`config.mk`:
```
export PLATFORM = sky130hd
export DESIGN_NAME = asram_host
export DESIGN_NICKNAME = d
export VERILOG_FILES = /design/src/inc/asram_pkg.sv /design/src/verilog/asram_timer.sv /design/src/verilog/asram_host.sv
export SDC_FILE = /design/constraint.sdc
export NUM_CORES = 1
export LEC_CHECK = 0
export ABC_AREA = 1
export BUFFER_PORTS_ARGS = -buffer_cell sky130_fd_sc_hd__buf_2
export CORE_MARGIN = 3
export CORE_UTILIZATION = 38
export CTS_CLUSTER_SIZE = 24
export DETAILED_ROUTE_END_ITERATION = 16
export HOLD_SLACK_MARGIN = 0.05
export PLACE_DENSITY_LB_ADDON = 0.1
export SETUP_SLACK_MARGIN = 0.1
export SLEW_MARGIN = 20
export SYNTH_ARGS = -nofsm -noshare
export SYNTH_HDL_FRONTEND = slang
export SYNTH_SLANG_ARGS = --single-unit
```
`constraint.sdc`:
```
create_clock -name ref_clk -period 2.27 [get_ports ref_clk]
set_clock_uncertainty 0.1 [all_clocks]
set_input_delay 0.227 -clock ref_clk [delete_from_list [all_inputs] [get_ports ref_clk]]
set_output_delay 0.227 -clock ref_clk [all_outputs]
set_load 0.02 [all_outputs]
```
`src/inc/asram_pkg.sv`:
```
package asram_pkg;

	// ==========================================================================
	// Geometry
	localparam int ASRAM_ADDR_W = 16;
	localparam int ASRAM_DATA_W = 16;
	localparam int ASRAM_BYTE_W = 8;

	// ==========================================================================
	// Timing, fastest grade, in picoseconds
	localparam int ASRAM_CLK_PS        = 20000;
	localparam int ASRAM_READ_CYCLE_PS = 10000;
	localparam int ASRAM_WRITE_CYC_PS  = 10000;
	localparam int ASRAM_ACCESS_PS     = 10000;
	localparam int ASRAM_WP_PS         = 7000;
	localparam int ASRAM_DW_PS         = 5000;
	localparam int ASRAM_WHZ_PS        = 5000;
	localparam int ASRAM_OHZ_PS        = 5000;

	// Least times round up to whole cycles, never below one.
	function automatic int asram_cyc(input int ps);
		int c;
		c = (ps + ASRAM_CLK_PS - 1) / ASRAM_CLK_PS;
		return (c < 1) ? 1 : c;
	endfunction : asram_cyc

	localparam int ASRAM_ACCESS_CYC = asram_cyc(ASRAM_ACCESS_PS);
	localparam int ASRAM_WP_CYC     = asram_cyc(ASRAM_WHZ_PS + ASRAM_DW_PS);
	localparam int ASRAM_WP_MIN_CYC = asram_cyc(ASRAM_WP_PS);
	localparam int ASRAM_RC_CYC     = asram_cyc(ASRAM_READ_CYCLE_PS);
	localparam int ASRAM_WC_CYC     = asram_cyc(ASRAM_WRITE_CYC_PS);
	localparam int ASRAM_TURN_CYC   = asram_cyc(ASRAM_OHZ_PS);
	localparam int ASRAM_CNT_W      = 4;

	localparam logic [3:0] ASRAM_CNT_ONE = 4'h1;
	localparam logic [3:0] ASRAM_CNT_ZERO = 4'h0;

	typedef enum logic [2:0] {
		ASRAM_IDLE,
		ASRAM_RD_ACC,
		ASRAM_WR_SETUP,
		ASRAM_WR_PULSE,
		ASRAM_WR_END,
		ASRAM_TURN
	} asram_state_e;

endpackage : asram_pkg

```
`src/verilog/asram_timer.sv`:
```
`timescale 1ns/1ps
// ==========================================================================
// Down counter that flags when the loaded wait has run out.
module asram_timer #(
	parameter int W = 4
) (
	input  wire logic         ref_clk,
	input  wire logic         arst_n,
	input  wire logic         clk_en,
	input  wire logic         load,
	input  wire logic [W-1:0] load_val,
	output logic              done
);
	typedef struct packed {
		logic [W-1:0] cnt;
	} asram_tmr_s;

	asram_tmr_s st_reg;
	asram_tmr_s st_next;

	initial begin
		if (W < 2) $error("asram_timer: W must be at least 2");
	end

	always_comb begin
		st_next = st_reg;
		if (load) begin
			st_next.cnt = load_val;
		end else if (st_reg.cnt != '0) begin
			st_next.cnt = st_reg.cnt - {{(W-1){1'b0}}, 1'b1};
		end
	end

	always_ff @(posedge ref_clk or negedge arst_n) begin
		if (!arst_n) begin
			st_reg <= '0;
		end else if (clk_en) begin
			st_reg <= st_next;
		end
	end

	// Done ignores load on purpose: the sequencer loads on done, and a path back would
	// close a combinational loop that never settles.
	assign done = (st_reg.cnt == '0);
endmodule : asram_timer

```
`src/verilog/asram_host.sv`:
```
`timescale 1ns/1ps
module asram_host
	import asram_pkg::*;
#(
	parameter int ADDR_W = asram_pkg::ASRAM_ADDR_W,
	parameter int DATA_W = asram_pkg::ASRAM_DATA_W
) (
	input  wire logic              ref_clk,
	input  wire logic              arst_n,
	input  wire logic              clk_en,
	input  wire logic              req_valid,
	input  wire logic              req_write,
	input  wire logic [ADDR_W-1:0] req_addr,
	input  wire logic [DATA_W-1:0] req_wdata,
	input  wire logic [1:0]        req_lane_n,
	output logic                   req_ready,
	output logic                   rsp_valid,
	output logic [DATA_W-1:0]      rsp_rdata,
	output logic [ADDR_W-1:0]      word_address,
	output logic                   chip_select_n,
	output logic                   write_strobe_n,
	output logic                   output_drive_n,
	output logic                   upper_lane_enable_n,
	output logic                   lower_lane_enable_n,
	input  wire logic [DATA_W-1:0] shared_data_bus_i,
	output logic [DATA_W-1:0]      shared_data_bus_o,
	output logic                   shared_data_bus_oe
);
	import asram_pkg::*;

	// ==========================================================================
	// Elaboration checks
	initial begin
		if (DATA_W != 2 * ASRAM_BYTE_W) $error("asram_host: DATA_W must be two byte lanes");
		if (ADDR_W < 1) $error("asram_host: ADDR_W must be positive");
	end

	// ==========================================================================
	// State
	typedef struct packed {
		asram_state_e          fsm;
		logic                  ready;
		logic                  rsp_valid;
		logic [DATA_W-1:0]     rdata;
		logic [ADDR_W-1:0]     addr;
		logic                  cs_n;
		logic                  we_n;
		logic                  oe_n;
		logic                  ub_n;
		logic                  lb_n;
		logic [DATA_W-1:0]     dout;
		logic                  doe;
	} asram_host_s;

	asram_host_s st_reg;
	asram_host_s st_next;

	logic                   tmr_load;
	logic [ASRAM_CNT_W-1:0] tmr_val;
	logic                   tmr_done;

	asram_timer #(
		.W(ASRAM_CNT_W)
	) u_timer (
		.ref_clk (ref_clk),
		.arst_n  (arst_n),
		.clk_en  (clk_en),
		.load    (tmr_load),
		.load_val(tmr_val),
		.done    (tmr_done)
	);

	// Largest of the write-side waits; output drive stays high in writes, but the
	// longer pulse is kept so a bus left enabled by a board still works.
	localparam int WP_USE = (ASRAM_WP_CYC > ASRAM_WP_MIN_CYC) ? ASRAM_WP_CYC : ASRAM_WP_MIN_CYC;
	localparam logic [ASRAM_CNT_W-1:0] WP_LOAD   = ASRAM_CNT_W'(WP_USE - 1);
	localparam logic [ASRAM_CNT_W-1:0] ACC_LOAD  = ASRAM_CNT_W'(ASRAM_ACCESS_CYC);
	localparam logic [ASRAM_CNT_W-1:0] TURN_LOAD = ASRAM_CNT_W'(ASRAM_TURN_CYC - 1);
	localparam int RC_TOTAL = (ASRAM_RC_CYC > ASRAM_ACCESS_CYC) ? ASRAM_RC_CYC : ASRAM_ACCESS_CYC;

	initial begin
		if (RC_TOTAL >= (1 << ASRAM_CNT_W)) $error("asram_host: counter too narrow");
		if (ASRAM_WC_CYC > WP_USE + 2) $error("asram_host: write cycle longer than sequence");
	end

	// ==========================================================================
	// Sequencer
	always_comb begin
		st_next = st_reg;
		tmr_load = 1'b0;
		tmr_val = ASRAM_CNT_ZERO;
		st_next.rsp_valid = 1'b0;
		case (st_reg.fsm)
			ASRAM_IDLE: begin
				st_next.ready = 1'b1;
				if (st_reg.ready && req_valid) begin
					st_next.ready = 1'b0;
					// Address and lanes change on the same edge that select falls.
					st_next.addr = req_addr;
					st_next.ub_n = req_lane_n[1];
					st_next.lb_n = req_lane_n[0];
					st_next.cs_n = 1'b0;
					if (&req_lane_n) begin
						// No lane selected: nothing would move, finish at once.
						st_next.cs_n = 1'b1;
						st_next.rsp_valid = 1'b1;
						st_next.ready = 1'b1;
					end else if (req_write) begin
						// Output drive stays high so the memory never drives here.
						st_next.oe_n = 1'b1;
						st_next.dout = req_wdata;
						st_next.fsm = ASRAM_WR_SETUP;
					end else begin
						st_next.oe_n = 1'b0;
						tmr_load = 1'b1;
						tmr_val = ACC_LOAD;
						st_next.fsm = ASRAM_RD_ACC;
					end
				end
			end
			ASRAM_RD_ACC: begin
				if (tmr_done) begin
					// Sampled only once the access time has passed.
					st_next.rdata = shared_data_bus_i;
					if (st_reg.ub_n) st_next.rdata[DATA_W-1:ASRAM_BYTE_W] = '0;
					if (st_reg.lb_n) st_next.rdata[ASRAM_BYTE_W-1:0] = '0;
					st_next.rsp_valid = 1'b1;
					st_next.cs_n = 1'b1;
					st_next.oe_n = 1'b1;
					st_next.ub_n = 1'b1;
					st_next.lb_n = 1'b1;
					tmr_load = 1'b1;
					tmr_val = TURN_LOAD;
					st_next.fsm = ASRAM_TURN;
				end
			end
			ASRAM_WR_SETUP: begin
				// Strobe falls after select and lanes, bus driven with data.
				st_next.we_n = 1'b0;
				st_next.doe = 1'b1;
				tmr_load = 1'b1;
				tmr_val = WP_LOAD;
				st_next.fsm = ASRAM_WR_PULSE;
			end
			ASRAM_WR_PULSE: begin
				if (tmr_done) begin
					// Data has stood the whole pulse, well over setup.
					st_next.we_n = 1'b1;
					st_next.fsm = ASRAM_WR_END;
				end
			end
			ASRAM_WR_END: begin
				// Hold data and address one cycle past the strobe rising.
				st_next.doe = 1'b0;
				st_next.cs_n = 1'b1;
				st_next.ub_n = 1'b1;
				st_next.lb_n = 1'b1;
				st_next.rsp_valid = 1'b1;
				st_next.ready = 1'b1;
				st_next.fsm = ASRAM_IDLE;
			end
			ASRAM_TURN: begin
				// Give the memory its turn-off time before anyone drives.
				if (tmr_done) begin
					st_next.ready = 1'b1;
					st_next.fsm = ASRAM_IDLE;
				end
			end
			default: begin
				st_next.fsm = ASRAM_IDLE;
			end
		endcase
	end

	always_ff @(posedge ref_clk or negedge arst_n) begin
		if (!arst_n) begin
			st_reg <= '{
				fsm: ASRAM_IDLE, ready: 1'b0, rsp_valid: 1'b0, rdata: '0,
				addr: '0, cs_n: 1'b1, we_n: 1'b1, oe_n: 1'b1, ub_n: 1'b1,
				lb_n: 1'b1, dout: '0, doe: 1'b0
			};
		end else if (clk_en) begin
			st_reg <= st_next;
		end
	end

	// ==========================================================================
	// Outputs, all straight from the state register
	assign req_ready           = st_reg.ready;
	assign rsp_valid           = st_reg.rsp_valid;
	assign rsp_rdata           = st_reg.rdata;
	assign word_address        = st_reg.addr;
	assign chip_select_n       = st_reg.cs_n;
	assign write_strobe_n      = st_reg.we_n;
	assign output_drive_n      = st_reg.oe_n;
	assign upper_lane_enable_n = st_reg.ub_n;
	assign lower_lane_enable_n = st_reg.lb_n;
	assign shared_data_bus_o   = st_reg.dout;
	assign shared_data_bus_oe  = st_reg.doe;
endmodule : asram_host

```
==> summary.txt <==
Routing
  – DRC viols: 0
  – Routed Antenna Nets: 0
  – Drt total wl: 7520 µm
  – Pre-antenna DRT Iters: 4
  – WL/cell: 12.6 µm
  – Vias/cell: 4.45
  – DR vias: 2659
  – 1st-iter DRT viols: 86

Timing
  – Total Neg Setup Slack: 0 ns
  – Fin crit period: 1.82 ns
  – Max Freq: 0.550 GHz
  – Final setup fails: 0
  – Post-route setup slack: 0.452 ns
  – RSZ-0062 raised after global routing: false
  – Final slew viol count: 0
  – Period utilization: 0.801
  – Max-slew headroom: 0.651
  – Hold violation total from the final report: 0
  – Worst Tran Pin Value: 0.523 ns

Clock network
  – CTS buffer count: 9
  – Sink Count: 63
  – TritonCTS clock tree: done
  – CTS-repair resized insts: 0
  – Root Buffer: clkbuf_8
  – Clk buf depth: 2
  – Htree depth: 3
  – Worst skew pair latency: 0.34 ns
  – Clock-pin transition on the worst setup and hold timing paths: 0.08 ns

Die
  – Area of the core: 7970 µm²
  – Chip Width: 97.8 µm
  – Core Rows: 32
  – Die area: 9560 µm²
  – Initial Utilization: 0.402
  – Ports: 111
  – Chip height: 97.8 µm

Power and ir drop
  – Maximum vdd drop: 0.000612 V
  – Power Dens Cells: 1280 nW/µm²
  – Leak: 2.28 nW

Min path
  – HP Class: in -> reg

Yosys
  – Cell taking the most area after synthesis: dfrtp_1
  – Cell area after synthesis: 3200 µm²
  – Largest family of logic cells by synthesized area: simple AND/OR/NAND/NOR gates
  – Post-synth top area share: 0.453
  – Post-synthesis sequential area ratio: 0.494
  – Synth area leaders: dfrtp_1 45%, nand2_1 14%, buf_4 11%
  – Simple-gate area share of the yosys netlist: 0.242
  – Unique masters post-synth: 30
  – Avg Inst Size Synth: 8.34 µm²
  – Synthesized flop and latch total: 63
  – Post-synthesis mux area share: 0
  – Compound-cell area share of the yosys netlist: 0.0746
  – Synthesized instance count: 384
  – XOR/XNOR Fraction of Synth Area: 0.00274
  – Synthesized net count: 441
  – Synth warn: 0
  – Adder-Cell Fraction of Synth Area: 0.00782

Worst setup path
  – CP arrival: 1.95 ns
  – RR Startpoint: st_reg[57]
  – Worst setup path start: st_reg[57]
  – Crit path kind: reg -> reg
  – Worst path required time: 2.40 ns
  – Reg-to-reg setup timing slack: 0.45 ns
  – Crit. End Element: register
  – R2r endpoint: word_address[15]
  – Worst-path cell chain: nor2_2 > nand2_1 > inv_1 > nand3_2 > o21ai_0
  – End point of the critical path: word_address[15]
  – Setup crit start kind: register
  – Slowest stage delay, CP: 0.47 ns
  – Worst-case reg-to-reg path depth: 5
  – Crit-path max FO: 32
  – CP max stage cell: dfrtp_1

Finish
  – Fill count: 800
  – ANT cells: 0
  – Synthesis-to-layout area growth: 27.5%
  – Fin nets: 547
  – Layout cells sized above 1: 0.299

Status
  – Status: finished clean

Placed design
  – PortBufs: 110
  – HPWL after detailed placement: 5200 µm
  – Pre-CTS setup slack: 0.501 ns
  – Gpl congestion: 0.848

Global route
  – Antenna violations before repair: 0
  – Vias in the first global route: 2764
  – First-pass GRT wire length: 12900 µm
  – Largest net degree at the start of global routing: 47
  – GRT Total Usage: 0.166
  – GRT overflow: 0

Job
  – Number of max-cap violations: 0
-- cells by family after synthesis --
logic type               count (synthesis)
AND/OR/NAND/NOR                        176
AO/OA/AOI/OAI                           46
XOR/XNOR                                 1
adder cells (fa/ha/maj)                  2
flip-flops                              63
buffers and inverters                   96
-- placed cells by master, fill, tap and decap left out, types with 4 or more instances in the layout --
cell type and count:
a21oi_1 4, buf_2 110, clkbuf_8 9, dfrtp_1 58, dfstp_2 5, dlygate4sd3_1 40
inv_1 34, nand2_1 121, nand3_1 26, nand4_1 7, nor2_1 9, o21ai_0 32
o21ai_1 7
-- where the power goes --
| group | switching, mW | internal (mW) |
|---|---|---|
| sequential | 0.297 | 1.63 |
| combinational | 1.55 | 0.789 |
| clock | 0.445 | 0.510 |
-- layout make-up --
class / instances / area [µm²] / share of cell area
clock inverter: 5 / 57.6 / 0.0141
tap: 102 / 128 / 0.0312
multi-input combinational: 225 / 1050 / 0.256
sequential: 63 / 1580 / 0.388
timing repair buffer: 154 / 993 / 0.243
inverter: 37 / 144 / 0.0352
clock buffer: 11 / 131 / 0.0322
-- cells in the mapped netlist (all sizes together) --
| library cell | instances |
|---|---|
| nand2 | 126 |
| clkinv | 1 |
| a21oi | 4 |
| o21ai | 39 |
| o21a | 1 |
| nand4 | 7 |
| nor2 | 13 |
| ha | 2 |
| nor3 | 2 |
| buf | 57 |
| xor2 | 1 |
| clkbuf | 2 |
| nand3 | 28 |
| dfrtp | 58 |
| inv | 36 |
| o22a | 1 |
| dfstp | 5 |
| o21bai | 1 |
-- worst min path at each step --
stage / startpoint / endpoint / slack [ns] / cells after the start
global placement: arst_n / shared_data_bus_o[11] / 0.09 / 1
CTS: shared_data_bus_i[3] / rsp_rdata[3] / 0.05 / 3
floorplan: arst_n / req_ready / -0.17 / 0
global route: shared_data_bus_i[6] / rsp_rdata[6] / 0.06 / 3
finish: shared_data_bus_i[3] / rsp_rdata[3] / 0.06 / 3
detailed placement: arst_n / shared_data_bus_o[11] / 0.09 / 1
-- critical path: cells and delay by family (launching register included) --
kind            cells  cell delay, ns
simple gates        3            0.66
flops               1            0.47
compound gates      1            0.38
buf+inv             1            0.10
-- layer usage --
layer / GRT usage / up-vias / part of all wire
li1: - / 1375 / -
met5: 0 / - / 0
met1: 0.222 / 1187 / 0.47
met4: 0.0447 / 0 / 0.011
met3: 0.0507 / 8 / 0.062
met2: 0.263 / 89 / 0.45
-- what timing repair did --
| item | CTS | global route |
|---|---|---|
| endpoints found under the setup margin | 0 | 0 |
| setup buffers | 0 | 0 |
| hold buffers | 39 | 1 |
| hold endpoints to repair | 55 | 1 |
-- stage by stage --
stage | area [µm²] | util | power (mW) | hold slack, ns | cells
floorplan | 3200 | - | 3.98 | -0.169 | 384
global placement | 3490 | 0.439 | 4.22 | 0.0927 | 541
detailed placement | 3490 | 0.439 | 4.25 | 0.0891 | 541
CTS | 4070 | 0.511 | 5.29 | 0.0503 | 596
global route | 4080 | 0.513 | 5.66 | 0.0573 | 597
finish | 4080 | 0.513 | 5.22 | 0.0551 | 597
No activity file was read; power rests on OpenSTA's default activity.
